===== src/utcn_pkg.sv =====
// Constants and types shared by the trim counter and its non-volatile cell.
package utcn_pkg;

  localparam int CODE_W = 7;
  localparam int SETTING_W = 8;
  localparam logic [CODE_W-1:0] CODE_MIN = 7'h00;
  localparam logic [CODE_W-1:0] CODE_MAX = 7'h7F;
  // Value of a cell that has never been programmed (arbitrary mid-scale)
  localparam logic [CODE_W-1:0] NVM_BLANK = 7'h40;

  // Clock and microsecond tick
  localparam int CLK_PERIOD_NS = 20;
  localparam int TICK_NS = 1000;
  localparam int TICK_CYC = (TICK_NS + CLK_PERIOD_NS - 1) / CLK_PERIOD_NS;

  // Shortest accepted pulse, in microseconds and in ticks
  localparam int REJECT_US = 20;
  // One extra tick because the first tick lands at an arbitrary phase
  localparam int QUAL_TICKS = REJECT_US + 1;
  localparam int PULSE_CNT_W = $clog2(QUAL_TICKS + 1);

  // Longest internal write time, in milliseconds and cycles (rounded down)
  localparam int WRITE_MAX_MS = 100;
  localparam int WRITE_MAX_CYC = (WRITE_MAX_MS * 1000000) / CLK_PERIOD_NS;

  // Flag positions in the comparator vector
  localparam int FLAG_LOW = 0;
  localparam int FLAG_HIGH = 1;
  localparam int FLAG_PROG = 2;
  localparam int FLAG_N = 3;

  typedef struct packed {
    logic prog;
    logic high;
    logic low;
  } utcn_adj_flags_type;

  typedef struct packed {
    logic rd;
    logic wr;
    logic [CODE_W-1:0] data;
  } utcn_nvm_req_type;

  typedef enum logic [1:0] {
    ST_LOAD_REQ = 2'b00,
    ST_LOAD_WAIT = 2'b01,
    ST_RUN = 2'b10
  } utcn_state_type;

endpackage


===== src/utcn_nvm_cell.sv =====
// Non-volatile storage cell for the trim code with timed write.
module utcn_nvm_cell
  import utcn_pkg::*;
#(
  parameter int WRITE_CYCLES = WRITE_MAX_CYC
) (
  input wire logic sys_clk,
  input wire logic rst,
  input wire utcn_nvm_req_type req,
  output logic [CODE_W-1:0] rdata_q,
  output logic busy_q
);

  localparam int WCNT_W = $clog2(WRITE_CYCLES + 1);
  localparam logic [WCNT_W-1:0] WCNT_LAST = WCNT_W'(WRITE_CYCLES - 1);

  // Stored word survives reset, as a non-volatile cell must
  logic [CODE_W-1:0] cell_q = NVM_BLANK;
  logic [CODE_W-1:0] wdata_q;
  logic [WCNT_W-1:0] wcnt_q;
  wire start_wr = req.wr & ~busy_q;
  wire wr_done = busy_q & (wcnt_q == WCNT_LAST);

  // Write timer; new requests during a write are dropped
  always_ff @(posedge sys_clk) begin
    if (rst) begin
      busy_q <= 1'b0;
      wcnt_q <= '0;
      wdata_q <= CODE_MIN;
    end else if (start_wr) begin
      busy_q <= 1'b1;
      wcnt_q <= '0;
      wdata_q <= req.data;
    end else if (wr_done) begin
      busy_q <= 1'b0;
    end else if (busy_q) begin
      wcnt_q <= wcnt_q + 1'b1;
    end
  end

  always_ff @(posedge sys_clk) begin
    if (wr_done) begin
      cell_q <= wdata_q;
    end
  end

  // Registered read port
  always_ff @(posedge sys_clk) begin
    if (rst) begin
      rdata_q <= CODE_MIN;
    end else if (req.rd) begin
      rdata_q <= cell_q;
    end
  end

endmodule // utcn_nvm_cell


===== src/utcn_top.sv =====
// Saturating up/down trim counter with pulse qualification and NVM store.
module utcn_top
  import utcn_pkg::*;
#(
  parameter int WRITE_CYCLES = WRITE_MAX_CYC
) (
  input wire logic sys_clk,
  input wire logic rst,
  input wire utcn_adj_flags_type adjust_program_input,
  input wire logic count_enable,
  output logic [CODE_W-1:0] trim_code,
  output logic [SETTING_W-1:0] sink_current_output,
  output logic nvm_busy,
  output logic trim_ready
);

  utcn_state_type state_q, state_d;
  logic [CODE_W-1:0] code_q, code_d;
  logic [SETTING_W-1:0] setting_q;
  logic ready_q;
  logic first_done_q;
  logic prog_seen_q;
  logic [7:0] tick_cnt_q;
  logic tick_q;
  logic [FLAG_N-1:0] flag_prev_q;
  logic [PULSE_CNT_W-1:0] pulse_cnt_q [FLAG_N];
  logic [CODE_W-1:0] nvm_rdata;
  logic nvm_busy_w;
  utcn_nvm_req_type nvm_req;

  localparam logic [7:0] TICK_LAST = 8'(TICK_CYC - 1);
  localparam logic [PULSE_CNT_W-1:0] QUAL_CNT = PULSE_CNT_W'(QUAL_TICKS);

  wire [FLAG_N-1:0] flag = {adjust_program_input.prog, adjust_program_input.high, adjust_program_input.low};

  // Microsecond tick divider keeps the pulse counters tiny
  always_ff @(posedge sys_clk) begin
    if (rst) begin
      tick_cnt_q <= 8'h00;
      tick_q <= 1'b0;
    end else begin
      tick_q <= (tick_cnt_q == TICK_LAST);
      tick_cnt_q <= (tick_cnt_q == TICK_LAST) ? 8'h00 : tick_cnt_q + 8'h01;
    end
  end

  wire [FLAG_N-1:0] qualified;
  wire [FLAG_N-1:0] released_ok;
  genvar gi;
  generate
    for (gi = 0; gi < FLAG_N; gi++) begin : g_timer
      // Count saturates at the qualifying width; a dropped flag clears it
      always_ff @(posedge sys_clk) begin
        if (rst || !flag[gi]) begin
          pulse_cnt_q[gi] <= '0;
        end else if (tick_q && pulse_cnt_q[gi] != QUAL_CNT) begin
          pulse_cnt_q[gi] <= pulse_cnt_q[gi] + 1'b1;
        end
      end
      assign qualified[gi] = (pulse_cnt_q[gi] == QUAL_CNT);
      // Release back to mid after a long enough pulse
      assign released_ok[gi] = flag_prev_q[gi] & ~flag[gi] & qualified[gi];
    end
  endgenerate

  // Flag history for release detection
  always_ff @(posedge sys_clk) begin
    if (rst) begin
      flag_prev_q <= '0;
    end else begin
      flag_prev_q <= flag;
    end
  end

  wire prog_hit = flag[FLAG_PROG] & tick_q & (pulse_cnt_q[FLAG_PROG] == QUAL_CNT - 1'b1);

  // A high pulse that went on to program level is a store, not a decrement
  always_ff @(posedge sys_clk) begin
    if (rst) begin
      prog_seen_q <= 1'b0;
    end else if (flag[FLAG_PROG]) begin
      prog_seen_q <= 1'b1;
    end else if (!flag[FLAG_HIGH]) begin
      prog_seen_q <= 1'b0;
    end
  end

  wire inc_pulse = released_ok[FLAG_LOW];
  wire dec_pulse = released_ok[FLAG_HIGH] & ~prog_seen_q & ~flag[FLAG_PROG];
  wire any_pulse = inc_pulse | dec_pulse | prog_hit;
  wire running = (state_q == ST_RUN);
  wire pass = running & first_done_q;

  // Comparators start unknown, so the first whole pulse only arms the logic
  always_ff @(posedge sys_clk) begin
    if (rst) begin
      first_done_q <= 1'b0;
    end else if (running && any_pulse) begin
      first_done_q <= 1'b1;
    end
  end

  wire do_inc = pass & inc_pulse & count_enable;
  wire do_dec = pass & dec_pulse & count_enable;
  wire do_prog = pass & prog_hit;

  // Power-on sequencing: read cell, wait for registered data, then run
  always_comb begin
    state_d = state_q;
    case (state_q)
      ST_LOAD_REQ: state_d = ST_LOAD_WAIT;
      ST_LOAD_WAIT: state_d = ST_RUN;
      ST_RUN: state_d = ST_RUN;
      default: state_d = ST_LOAD_REQ;
    endcase
  end

  wire at_max = (code_q == CODE_MAX);
  wire at_min = (code_q == CODE_MIN);
  always_comb begin
    code_d = code_q;
    if (state_q == ST_LOAD_WAIT) begin
      code_d = nvm_rdata;
    end else if (do_inc && !at_max) begin
      code_d = code_q + 1'b1;
    end else if (do_dec && !at_min) begin
      code_d = code_q - 1'b1;
    end
  end

  assign nvm_req = '{rd: (state_q == ST_LOAD_REQ), wr: do_prog, data: code_q};

  utcn_nvm_cell #(
    .WRITE_CYCLES(WRITE_CYCLES)
  ) u_cell (
    .sys_clk(sys_clk),
    .rst(rst),
    .req(nvm_req),
    .rdata_q(nvm_rdata),
    .busy_q(nvm_busy_w)
  );

  // State, counter and output registers
  always_ff @(posedge sys_clk) begin
    if (rst) begin
      state_q <= ST_LOAD_REQ;
      code_q <= CODE_MIN;
      setting_q <= 8'h01;
      ready_q <= 1'b0;
    end else begin
      state_q <= state_d;
      code_q <= code_d;
      setting_q <= {1'b0, code_d} + 8'h01;
      ready_q <= (state_d == ST_RUN);
    end
  end

  assign trim_code = code_q;
  assign sink_current_output = setting_q;
  assign nvm_busy = nvm_busy_w;
  assign trim_ready = ready_q;

endmodule // utcn_top

===== config.mk =====
export PLATFORM = sky130hd
export DESIGN_NAME = utcn_top
export DESIGN_NICKNAME = d
export VERILOG_FILES = /design/src/utcn_pkg.sv /design/src/utcn_nvm_cell.sv /design/src/utcn_top.sv
export SDC_FILE = /design/constraint.sdc
export NUM_CORES = 1
export LEC_CHECK = 0
export BUFFER_PORTS_ARGS = -buffer_cell sky130_fd_sc_hd__clkbuf_2
export CORE_UTILIZATION = 36
export DETAILED_ROUTE_END_ITERATION = 16
export GPL_ROUTABILITY_DRIVEN = 1
export GPL_TIMING_DRIVEN = 1
export PLACE_DENSITY = 0.52
export REMOVE_ABC_BUFFERS = 1
export SLEW_MARGIN = 20
export SYNTH_ARGS = -nofsm -noshare
export SYNTH_HDL_FRONTEND = slang
export SYNTH_SLANG_ARGS = --single-unit

===== constraint.sdc =====
create_clock -name sys_clk -period 6 [get_ports sys_clk]
set_input_delay 0.6 -clock sys_clk [delete_from_list [all_inputs] [get_ports sys_clk]]
set_output_delay 0.6 -clock sys_clk [all_outputs]
set_load 0.01 [all_outputs]

### After elaboration in Yosys (flattened, before gate mapping)

Memories as Yosys holds them, arrays and structs flattened.
Index checks and enable logic that the tools add are counted.

* register bits after elaboration: 76
* bits in latches: 0
* RAM bits: 15
* bits in read-only memories: 0
* output and inout port bits: 17
* word-level logic and storage cells: 110
* memories kept: 1

* $add $sub $neg: 8
* multiply operators: 0
* div/mod/pow operators: 0
* magnitude comparators: 0
* equality and inequality tests: 13
* shifts and indexed selects: 0
* multiplexer cells: 26
* bitwise operators: 27
* reduce and logical (&&, ||, !) cells: 21

Memories
* pulse_cnt_q: words 3, width 5, read ports 3, clocked after memory_dff 0, wr ports 3, line utcn_top.sv:26 `logic [PULSE_CNT_W-1:0] pulse_cnt_q [FLAG_N];`

Operators by type and width (number)
* adder 23 x 1 -> 23 bit (second input constant): 1
* equality test 23 bit (second input constant): 1
* two-way mux 7 bit: 3
* two-way mux 1 bit: 19
* bitwise AND 1 bit: 16
* adder 5 x 1 -> 5 bit (second input constant): 3
* equality test 5 bit (second input constant): 3
* two-way mux 5 bit: 3
* != test 5 bit (second input constant): 3
* adder 7 x 1 -> 8 bit (second input constant): 1
* adder 8 x 1 -> 8 bit (second input constant): 1
* equality test 8 x 6 -> 1 bit (second input constant): 1
* adder 7 x 1 -> 7 bit (second input constant): 1
* equality test 7 bit (second input constant): 1
* logical NOT 7 bit: 1
* subtractor 7 x 1 -> 7 bit (second input constant): 1
* logical AND 1 bit: 6
* NOT 1 bit: 6
* OR reduction 2 bit: 3
* logical NOT 1 bit: 5
* OR 1 bit: 5
* equality test 2 bit (second input constant): 2
* case mux 2 bit (2 select lines): 1
* logical OR 1 bit: 3
* other kinds (5): 5

### Longest topological paths before layout

Gate-level depths: netlist of the first run.

* depth in word-level cells: 12
* mapped depth: 12
* depth with buffers taken out: 12

### Hierarchy

Synthesis of the first run repeated with hierarchy kept, for this count alone.

* cells, all modules: 475
* area total of the unflattened synthesis: 4498.1 um^2

By module, submodules not included
* utcn_top: instances 1, cells an instance 263, area an instance 2518.7 um^2, sequential area each 1051.0 um^2
* utcn_nvm_cell: instances 1, cells an instance 212, area an instance 1979.4 um^2, sequential area each 970.9 um^2

### Worst setup path after synthesis of the first run

No wires, ideal clock.

* path type: input to register
* start point: input adjust_program_input[2] (netlist name)
* end point: register setting_q[6] (netlist: sink_current_output[6])
* setup time: 0.131 ns
* data arrival time: 2.474 ns
* required time: 5.869 ns
* slack: 3.395 ns
* stages on the path: 10
* path buffers: 0
* path through: nor4b_2 o311ai_4 or4_1 o2111ai_2 o21ai_2 inv_1 ha_1 nand4_1 nor4_1 nor3_1

* cells in the longest elaborated chain, start to end: 9

RTL lines
* start: declaration: line utcn_top.sv:9 `input wire utcn_adj_flags_type adjust_program_input,`
* NOT 1 bit: line utcn_top.sv:89 `wire dec_pulse = released_ok[FLAG_HIGH] & ~prog_seen_q & ~flag[FLAG_PROG];`
* bitwise AND 1 bit: line utcn_top.sv:89
* bitwise AND 1 bit (2 in a row): line utcn_top.sv:104 `wire do_dec = pass & dec_pulse & count_enable;`
* logical AND 1 bit: line utcn_top.sv:126 `end else if (do_dec && !at_min) begin`
* two-way mux 7 bit: line utcn_top.sv:126
* two-way mux 7 bit: line utcn_top.sv:124 `end else if (do_inc && !at_max) begin`
* two-way mux 7 bit: line utcn_top.sv:122 `if (state_q == ST_LOAD_WAIT) begin`
* via code_d[1]: line utcn_top.sv:18 `logic [CODE_W-1:0] code_q, code_d;`
* adder 7 x 1 -> 8 bit: line utcn_top.sv:153 `setting_q <= {1'b0, code_d} + 8'h01;`
* end signal: assignment: line utcn_top.sv:153
* end: declaration: line utcn_top.sv:19 `logic [SETTING_W-1:0] setting_q;`

The timed path passes the listed nets, and every way through them passes these cells.
A chain may end at the register's enable or synchronous reset.

==> impl_metrics.env, run 1 <==
export IMPL_cts_root_buf="clkbuf_16"
export IMPL_switching_power_mw=0.3487
export IMPL_yosys_mux_area_fraction_pct=5.452
export IMPL_cts_resized=0
export IMPL_syn_area_um2=4292
export IMPL_ys_seq_elements=90
export IMPL_finalNonFillerCells=602
export IMPL_grt_max_degree=41
export IMPL_relSlewSlack_pct=39.86
export IMPL_clk_pin_slew_ps=70
export IMPL_rsz0062_at_grt="false"
export IMPL_maxSlewViolCount=0
export IMPL_cts_sinks=90
export IMPL_ys_seq_area_share_pct=47.11
export IMPL_total_power_mw=1.346
export IMPL_cts_tree="done"
export IMPL_dr_pass1_iters=11
export IMPL_grt_pass1_vias=2845
export IMPL_final_common_cell="nor2_1"
export IMPL_r2r_setup_slack_ps=3260
export IMPL_avgSynthCellArea_um2=9.934
export IMPL_cts_setup_buffers=0
export IMPL_dpl_cell_count=586
export IMPL_dp_hpwl_mm=5.735
export IMPL_num_rows=39
export IMPL_yosys_area_share_adder_pct=5.248
export IMPL_fin_util_pct=41.46
export IMPL_fin_ws_ps=3260
export IMPL_critPathLaunchType="flip-flop"
export IMPL_cp_arrival_ps=2960
export IMPL_startpoint="pulse_cnt_q[0][0]"
export IMPL_pwr_share_comb_pct=12.2
export IMPL_grt_pass1_wl_mm=13.88
export IMPL_synth_xor_area_share_pct=8.134
export IMPL_hold_depth=0
export IMPL_die_h_um=111.2
export IMPL_p_leak_nw=1.830
export IMPL_synth_edff_count=22
export IMPL_drtAntennaViolNets=0
export IMPL_wl_per_cell_um=13.33
export IMPL_crit_path_end="sink_current_output[6]"
export IMPL_synthCells=432
export IMPL_drt_wl_total_mm=8.026
export IMPL_die_w_um=111.2
export IMPL_cts_path_max_buffers=2
export IMPL_run_status="complete, but fails checks"
export IMPL_clk_latency_ps=350
export IMPL_fillCellCount=1127
export IMPL_io_pins=23
export IMPL_final_area_um2=4775
export IMPL_die_area_um2=12360
export IMPL_finClkSkew_ps=9.889
export IMPL_ys_flop_type="dfxtp_1"
export IMPL_internal_power_mw=0.9977
export IMPL_globalplace_congestion=0.7977
export IMPL_final_cell_mix="81 x nor2_1, 68 x dfxtp_1, 29 x nand3_1, 25 x xor2_1"
export IMPL_ir_drop_mv=0.1086
export IMPL_synth_top_family_by_area="simple AND/OR/NAND/NOR gates"
export IMPL_critPathKind="reg2reg"
export IMPL_cp_max_fo=6
export IMPL_yosys_area_share_simple_pct=24.43
export IMPL_area_growth_pct=11.25
export IMPL_antenna_found_initial=0
export IMPL_end_kind="flip-flop"
export IMPL_dpl_instance_area_um2=4518
export IMPL_num_vias=3010
export IMPL_setup_violations=0
export IMPL_cts_hold_buf=0
export IMPL_period_minus_slack_ps=2740
export IMPL_synthArstFlopShare_pct=0
export IMPL_drtIter0Drc=120
export IMPL_tightest_slew_ps=897.1
export IMPL_start_util_pct=37.27
export IMPL_core_area_um2=11520
export IMPL_num_antenna_cells=0
export IMPL_final_hold_viol_count=0
export IMPL_p_per_area_nw_per_um2=282.0
export IMPL_ys_warn_count=0
export IMPL_r2r_start="pulse_cnt_q[0][0]"
export IMPL_maxCapViolations=0
export IMPL_yosysUniqueCellTypes=59
export IMPL_power_frac_seq_pct=50.6
export IMPL_cp_required_ps=6220
export IMPL_final_nets=478
export IMPL_period_share_pct=45.67
export IMPL_dp_slack_ps=3033
export IMPL_cts_made_buffers=9
export IMPL_max_freq_mhz=365.0
export IMPL_synth_compound_area_share_pct=6.239
export IMPL_clockPowerShare_pct=37.2
export IMPL_viasPerCell=5.000
export IMPL_layout_drive_gt1_share_pct=11.98
export IMPL_drc=4
export IMPL_holdWs_ps=425.7
export IMPL_fin_setup_tns_ps=0
export IMPL_switching_share_pct=25.90
export IMPL_r2r_worst_path_cells=11
export IMPL_port_buffers=22
export IMPL_timing_rr_end="sink_current_output[6]"
export IMPL_h_tree_depth=3
export IMPL_min_path_type="reg2reg"
export IMPL_grtUsageTotal_pct=14.42
export IMPL_violations="DRC"
export IMPL_gr_total_overflow=0
-- cell usage after synthesis (all sizes together), types with 4 or more instances --
| cell type | number | share of area (%) |
|---|---|---|
| a21oi | 4 | 0.55 |
| and2 | 5 | 0.73 |
| and3 | 4 | 0.58 |
| clkbuf | 9 | 0.79 |
| dfxtp | 68 | 32 |
| edfxtp | 22 | 15 |
| ha | 18 | 5.2 |
| inv | 20 | 1.7 |
| mux2i | 21 | 5.2 |
| nand2 | 20 | 1.7 |
| nand3 | 30 | 3.6 |
| nand4 | 14 | 2.0 |
| nor2 | 81 | 7.1 |
| nor2b | 9 | 1.3 |
| nor3 | 8 | 1.2 |
| nor4 | 5 | 0.87 |
| o2111ai | 5 | 1.2 |
| o311ai | 4 | 1.2 |
| or2 | 4 | 0.58 |
| or4 | 5 | 0.96 |
| xnor2 | 14 | 3.0 |
| xor2 | 25 | 5.1 |
-- worst max-delay path: stages (launching register included) --
cell and delay [ps]:
edfxtp_1 440, ha_1 240, and4b_1 270, o211a_1 220, or4_1 510, o2111ai_2 110, o21ai_2 110, inv_1 70
ha_1 200, nand4_1 110, nor4_1 250, nor3_1 80
-- area by class of cell --
cell class	count	area [µm²]	share of cell area (%)
clock buffers	12	236.5	4.953
clock inverters	4	20.02	0.4193
inverters	20	75.07	1.572
multi-input cells	310	2125	44.50
flip-flops and latches	90	2022	42.35
well taps	143	178.9	3.747
repair buffers	23	117.6	2.463
-- power groups by stage --
stage          registers, mW  logic (mW)  clock network [mW]
2_1_floorplan          0.692       0.114                   0
3_3_place_gp           0.694       0.165                   0
3_5_place_dp           0.695       0.166                   0
4_1_cts                0.682       0.167               0.521
5_1_grt                0.686       0.185               0.545
6_report               0.682       0.164               0.500
-- routing by layer --
metal / wire, µm / track usage (%) / share of wire, % / vias to the layer above
li1: - / - / - / 1558
met1: 4139 / 19.07 / 52 / 1402
met2: 3479 / 21.58 / 43 / 40
met3: 231 / 3.007 / 2.9 / 10
met4: 176 / 8.649 / 2.2 / 0
met5: 0 / 0 / 0 / -
-- registers in the layout, indices dropped and copies added, names as in the netlist --
name                 cells
u_cell.rdata_q           7
tick_q                   1
pulse_cnt_q             15
u_cell.wcnt_q           23
u_cell.busy_q            1
first_done_q             1
u_cell.cell_q            7
trim_code                7
u_cell.wdata_q           7
sink_current_output      8
tick_cnt_q               8
state_q                  2
flag_prev_q              2
prog_seen_q              1
-- worst min-delay path by stage --
| stage | endpoint | start | slack [ps] |
|---|---|---|---|
| 5_1_grt | u_cell.cell_q[6] | u_cell.wdata_q[6] | 430 |
| 3_5_place_dp | u_cell.cell_q[4] | u_cell.wdata_q[4] | 410 |
| 6_report | u_cell.cell_q[4] | u_cell.wdata_q[4] | 430 |
| 2_1_floorplan | u_cell.cell_q[0] | u_cell.wdata_q[0] | 410 |
| 3_3_place_gp | u_cell.cell_q[4] | u_cell.wdata_q[4] | 410 |
| 4_1_cts | u_cell.cell_q[4] | u_cell.wdata_q[4] | 420 |
-- kinds of logic (layout without fill, tap and decap cells) --
group | Yosys count | after routing
and+or+nand+nor | 203 | 203
DFF | 90 | 90
xor gates and xnor gates | 39 | 39
buffers and inverters | 32 | 59
AOI/OAI and AO/OA | 28 | 28
muxes | 22 | 22
adders and majority gates | 18 | 18
No activity file was read; power rests on OpenSTA's default activity.
==> inputs of run 2 (changes only) <==
PLACE_DENSITY = 0.54   (was 0.52)
clock period = 2.5 ns   (was 6 ns; I/O delays follow)
==> run 2 against run 1 <==
  * The run ends with DRC, setup timing left
  * Fmax rose by 9.1%
  * Register-to-register slack worse by 3300 ps
  * Utilization rose by 4.1 points
  * Critical path depth is 1 lower
  * Sequential power is 140% higher
  * Final area increased by 9.9%
  * Power grew to 2.6 times the previous value
  * Combinational power increased to 3.3 times the previous value
  * First-iteration DRC count up 5.0%
  * Flip-flop and latch count did not move
  * Hold slack got worse by 230 ps
  * Routed wire length grew 9.4%
  * Critical endpoint unchanged
==> impl_metrics.env, run 2 (synthesis results as in run 1) <==
export IMPL_run_status="complete, but fails checks"
export IMPL_violations="DRC, setup timing"
export IMPL_cts_made_buffers=9
export IMPL_cts_path_max_buffers=2
export IMPL_end_kind="flip-flop"
export IMPL_final_cell_mix="81 x nor2_1, 67 x dfxtp_1, 40 x buf_4, 28 x nand3_1, 25 x xor2_1"
export IMPL_cp_slowest_cell="or4_4"
export IMPL_fin_util_pct=45.58
export IMPL_finClkSkew_ps=6.233
export IMPL_regMostFlops="u_cell.wcnt_q"
export IMPL_period_share_pct=100.4
export IMPL_grtUsageTotal_pct=14.70
export IMPL_r2r_worst_path_cells=10
export IMPL_area_growth_pct=22.30
export IMPL_grt_pass1_vias=2977
export IMPL_clk_latency_ps=340
export IMPL_tightest_slew_ps=572.3
export IMPL_drtIter0Drc=126
export IMPL_pwr_share_comb_pct=15.2
export IMPL_port_buffers=22
export IMPL_p_leak_nw=2.056
export IMPL_path_cells="or4_4, o311ai_4, a21oi_2, o2111ai_2, o21ai_2, inv_2, ha_4, nand4_1, o31a_1, nor3_2"
export IMPL_total_power_mw=3.541
export IMPL_maxCapViolations=0
export IMPL_cp_required_ps=2770
export IMPL_relSlewSlack_pct=61.85
export IMPL_drt_wl_total_mm=8.781
export IMPL_reg_top3="u_cell.wcnt_q x23, pulse_cnt_q x15"
export IMPL_final_hold_viol_count=0
export IMPL_cts_tree="done"
export IMPL_internal_power_mw=2.596
export IMPL_clockPowerShare_pct=39.3
export IMPL_drc=2
export IMPL_die_area_um2=12360
export IMPL_switching_share_pct=26.69
export IMPL_dpl_instance_area_um2=4788
export IMPL_cp_arrival_ps=2780
export IMPL_antenna_found_initial=0
export IMPL_drtAntennaViolNets=0
export IMPL_dp_hpwl_mm=6.313
export IMPL_final_nets=519
export IMPL_fin_ws_ps=-11.10
export IMPL_crit_path_max_incr_delay_ps=540
export IMPL_start_util_pct=37.27
export IMPL_grt_max_degree=28
export IMPL_maxSlewViolCount=0
export IMPL_grt_pass1_wl_mm=14.34
export IMPL_critPathLaunchType="flip-flop"
export IMPL_gr_total_overflow=0
export IMPL_dp_slack_ps=-11.26
export IMPL_cts_sinks=90
export IMPL_min_path_type="in2reg"
export IMPL_clk_pin_slew_ps=70
export IMPL_die_h_um=111.2
export IMPL_period_minus_slack_ps=2511
export IMPL_cts_root_buf="clkbuf_16"
export IMPL_layout_drive_gt1_share_pct=23.20
export IMPL_final_common_cell="nor2_1"
export IMPL_core_area_um2=11520
export IMPL_critPathKind="reg2reg"
export IMPL_h_tree_depth=3
export IMPL_io_pins=23
export IMPL_ir_drop_mv=0.3468
export IMPL_cts_hold_buf=0
export IMPL_p_per_area_nw_per_um2=674.7
export IMPL_globalplace_congestion=0.9364
export IMPL_dr_pass1_iters=10
export IMPL_cp_max_fo=5
export IMPL_num_antenna_cells=0
export IMPL_viasPerCell=5.022
export IMPL_switching_power_mw=0.9451
export IMPL_final_area_um2=5249
export IMPL_max_freq_mhz=398.2
export IMPL_power_frac_seq_pct=45.6
export IMPL_setup_violations=1
export IMPL_rsz0062_at_grt="true"
export IMPL_num_rows=39
export IMPL_largest_reg_flops=23
export IMPL_num_vias=3229
export IMPL_die_w_um=111.2
export IMPL_hold_depth=3
export IMPL_wl_per_cell_um=13.66
export IMPL_fin_setup_tns_ps=-11.10
[run 2: critical path, delay by kind of cell, from the launching register on]
kind | cells | cell delay, ps
flip-flops | 1 | 360
buffers and inverters | 1 | 80
adder cells (fa/ha/maj) | 1 | 140
AO/OA/AOI/OAI | 5 | 1110
AND/OR/NAND/NOR | 3 | 750
[run 2: path summary, 6_finish.rpt]
kind	start	endpoint	slack (ps)
worst max register to register	trim_code[3]	sink_current_output[6]	-10
worst min-delay path	adjust_program_input[1]	prog_seen_q	200
worst min register to register	u_cell.wdata_q[0]	u_cell.cell_q[0]	430
worst max-delay path	trim_code[3]	sink_current_output[6]	-10
[run 2: final cells by class]
| class | count | area [µm²] |
|---|---|---|
| inverter | 20 | 75.07 |
| sequential | 90 | 2026 |
| timing repair buffer | 64 | 432.9 |
| clock buffer | 9 | 225.2 |
| fill | 1123 | 6267 |
| clock inverter | 7 | 82.58 |
| multi-input combinational | 310 | 2228 |
| tap | 143 | 178.9 |
[run 2: metrics by stage]
step                hold WS (ps)  cells
finish                     199.0    643
floorplan                  321.6    420
CTS                        192.6    638
global route               203.0    643
global placement           410.3    622
detailed placement         415.0    622
[run 2: repair_timing]
action / 4_1_cts / 5_1_grt
pin swaps: 1 / 4
endpoints found under the setup margin: 4 / 6
gates resized for setup: 3 / 23
buffers inserted: 0 / 5
[run 2: layer usage]
metal,GRT usage [%],routed length [µm],vias up
li1,-,-,1638
met1,18.43,4263,1534
met2,24.21,4074,50
met3,4.866,337,7
met4,3.784,105,0
met5,0,0,-
[run 2: power by group through the flow]
stage / registers, mW / logic, mW / clock network, mW
after floorplan: 1.66 / 0.274 / 0
after global placement: 1.64 / 0.492 / 0
after detailed placement: 1.65 / 0.493 / 0
after CTS: 1.61 / 0.500 / 1.44
after global routing: 1.62 / 0.591 / 1.49
final: 1.61 / 0.538 / 1.39
==> inputs of run 3 (changes only) <==
CTS_BUF_LIST = sky130_fd_sc_hd__clkbuf_8   (was not set)
REMOVE_ABC_BUFFERS = not set   (was 1)
SKIP_CTS_REPAIR_TIMING = 1   (was not set)
==> run 3 against run 2 <==
  * The flow still finishes with violations (DRC, setup timing)
  * Flip-flop and latch count is the same
  * Routed wire length is 0.52% higher
  * Utilization decreased by 1.0 points
  * Worst setup slack got worse by 33 ps
  * Register-to-register slack lost 30 ps
  * Critical path depth is 2 higher
  * First-iteration DRC count decreased by 13%
  * Via count decreased by 0.77%
  * Final area shrank 2.2%
  * Die area stayed put
  * Combinational power rose by 0.7%
  * Critical path type unchanged
  * Critical endpoint unchanged
  * Largest power group unchanged
==> impl_metrics.env, run 3 (synthesis results as in run 1) <==
export IMPL_run_status="complete, but fails checks"
export IMPL_violations="DRC, setup timing"
export IMPL_hp_start="adjust_program_input[1]"
export IMPL_path_cells="inv_1, ha_2, and4b_2, o311ai_4, or4_4, o2111ai_2, o21ai_2, inv_1, ha_2, nand4_1, o31a_1, nor3_2"
export IMPL_period_minus_slack_ps=2544
export IMPL_dp_hpwl_mm=6.455
export IMPL_h_tree_depth=3
export IMPL_critPathKind="reg2reg"
export IMPL_min_to="prog_seen_q"
export IMPL_regMostFlops="u_cell.wcnt_q"
export IMPL_reg_top3="u_cell.wcnt_q x23, pulse_cnt_q x15"
export IMPL_cp_top_family="simple AND/OR/NAND/NOR gates"
export IMPL_rsz0062_at_grt="true"
export IMPL_final_common_cell="nor2_1"
export IMPL_die_w_um=111.2
export IMPL_io_pins=23
export IMPL_cts_root_buf="clkbuf_8"
export IMPL_grtUsageTotal_pct=14.59
export IMPL_min_path_type="in2reg"
export IMPL_largest_reg_flops=23
export IMPL_drtAntennaViolNets=0
export IMPL_dpl_instance_area_um2=4790
export IMPL_drtIter0Drc=110
export IMPL_drt_wl_total_mm=8.827
export IMPL_finClkSkew_ps=12.66
export IMPL_end_kind="flip-flop"
export IMPL_gr_total_overflow=0
export IMPL_finalNonFillerCells=643
export IMPL_final_hold_viol_count=0
export IMPL_final_nets=519
export IMPL_cp_required_ps=2800
export IMPL_maxCapViolations=0
export IMPL_r2r_setup_slack_ps=-40
export IMPL_crit_path_max_incr_delay_ps=440
export IMPL_die_h_um=111.2
export IMPL_cp_slowest_cell="or4_4"
export IMPL_num_rows=39
export IMPL_num_vias=3204
export IMPL_tightest_slew_ps=528.5
export IMPL_critPathLaunchType="flip-flop"
export IMPL_p_per_area_nw_per_um2=629.8
export IMPL_cts_made_buffers=9
export IMPL_core_area_um2=11520
export IMPL_grt_pass1_vias=3016
export IMPL_globalplace_congestion=0.8317
export IMPL_syn_nets=456
export IMPL_port_buffers=22
export IMPL_r2r_worst_path_cells=12
export IMPL_layout_drive_gt1_share_pct=23.40
export IMPL_period_share_pct=101.8
export IMPL_grt_max_degree=24
export IMPL_antenna_found_initial=0
export IMPL_dr_pass1_iters=10
export IMPL_num_antenna_cells=0
export IMPL_cts_path_max_buffers=2
export IMPL_relSlewSlack_pct=64.50
export IMPL_start_util_pct=37.27
export IMPL_clk_latency_ps=370
export IMPL_clk_pin_slew_ps=90
export IMPL_die_area_um2=12360
export IMPL_wl_per_cell_um=13.73
export IMPL_fin_ws_ps=-43.96
export IMPL_drc=8
export IMPL_grt_pass1_wl_mm=14.30
export IMPL_area_growth_pct=19.56
export IMPL_r2r_start="pulse_cnt_q[1][1]"
export IMPL_setup_violations=1
export IMPL_max_freq_mhz=393.1
export IMPL_hold_depth=3
export IMPL_final_cell_mix="81 x nor2_1, 65 x dfxtp_1, 42 x buf_4, 29 x nand3_1, 25 x xor2_1"
export IMPL_crit_buf_inv=2
export IMPL_viasPerCell=4.983
export IMPL_timing_rr_end="sink_current_output[6]"
export IMPL_maxSlewViolCount=0
export IMPL_ir_drop_mv=0.3257
export IMPL_cts_sinks=90
export IMPL_cp_arrival_ps=2840
export IMPL_cts_tree="done"
export IMPL_cp_max_fo=4
export IMPL_p_leak_nw=2.007
export IMPL_final_area_um2=5131
export IMPL_dpl_cell_count=622
-- run 3: cell count changes in the layout (fill, tap and decap cells not counted), sizes merged --
cell      previous run  this run
inv                 23        22
clkinvlp             2         0
bufinv               1         2
clkinv               1         3
-- run 3: metal layers --
| layer | vias to the layer above | share of wire [%] | track usage (%) |
|---|---|---|---|
| li1 | 1638 | - | - |
| met1 | 1506 | 48 | 18.37 |
| met2 | 50 | 47 | 24.13 |
| met3 | 10 | 3.5 | 3.007 |
| met4 | 0 | 1.4 | 6.306 |
| met5 | - | 0 | 0 |
-- run 3: power by group --
part           switching [mW]  internal (mW)  leakage [nW]
sequential             0.0505           1.56         0.770
clock                   0.525          0.555         0.116
combinational           0.294          0.248          1.12
-- run 3: area by class of cell --
cell class,count,area (µm²)
clock inverters,7,86.33
multi-input cells,310,2216
clock buffers,9,123.9
inverters,20,75.07
flip-flops and latches,90,2026
repair buffers,64,425.4
fillers,1116,6385
well taps,143,178.9
-- run 3: per-stage QoR --
step / TNS (ps) / util (%) / hold slack [ps] / worst slack [ps] / power, mW
after floorplan: -13.18 / - / 344.6 / -13.18 / 1.955
after detailed placement: -96.14 / 41.59 / 417.6 / -52.69 / 2.149
final: -43.96 / 44.56 / 157.6 / -43.96 / 3.232
after global routing: -198.7 / 44.56 / 163.7 / -128.5 / 3.378
after CTS: -169.0 / 43.42 / 148.1 / -71.32 / 3.234
after global placement: 0 / 41.59 / 410.3 / 33.44 / 2.146
-- run 3: worst max-delay path by stage --
stage                            startpoint                endpoint  slack (ps)  cells past startpoint
after CTS                 pulse_cnt_q[0][0]  sink_current_output[6]         -70                     11
after global routing      pulse_cnt_q[1][1]  sink_current_output[6]        -130                     12
after global placement    pulse_cnt_q[1][1]  sink_current_output[6]          30                     12
after detailed placement  pulse_cnt_q[1][1]  sink_current_output[6]         -50                     12
final                     pulse_cnt_q[1][1]  sink_current_output[6]         -40                     12
after floorplan           pulse_cnt_q[0][0]  sink_current_output[6]         -10                     11
-- run 3: worst register-to-register path: stages, from the launching register on --
cell and delay (ps):
edfxtp_1 390, inv_1 70, ha_2 160, and4b_2 270, o311ai_4 140, or4_4 440
o2111ai_2 110, o21ai_2 100, inv_1 70, ha_2 190, nand4_1 120, o31a_1 320
nor3_2 90
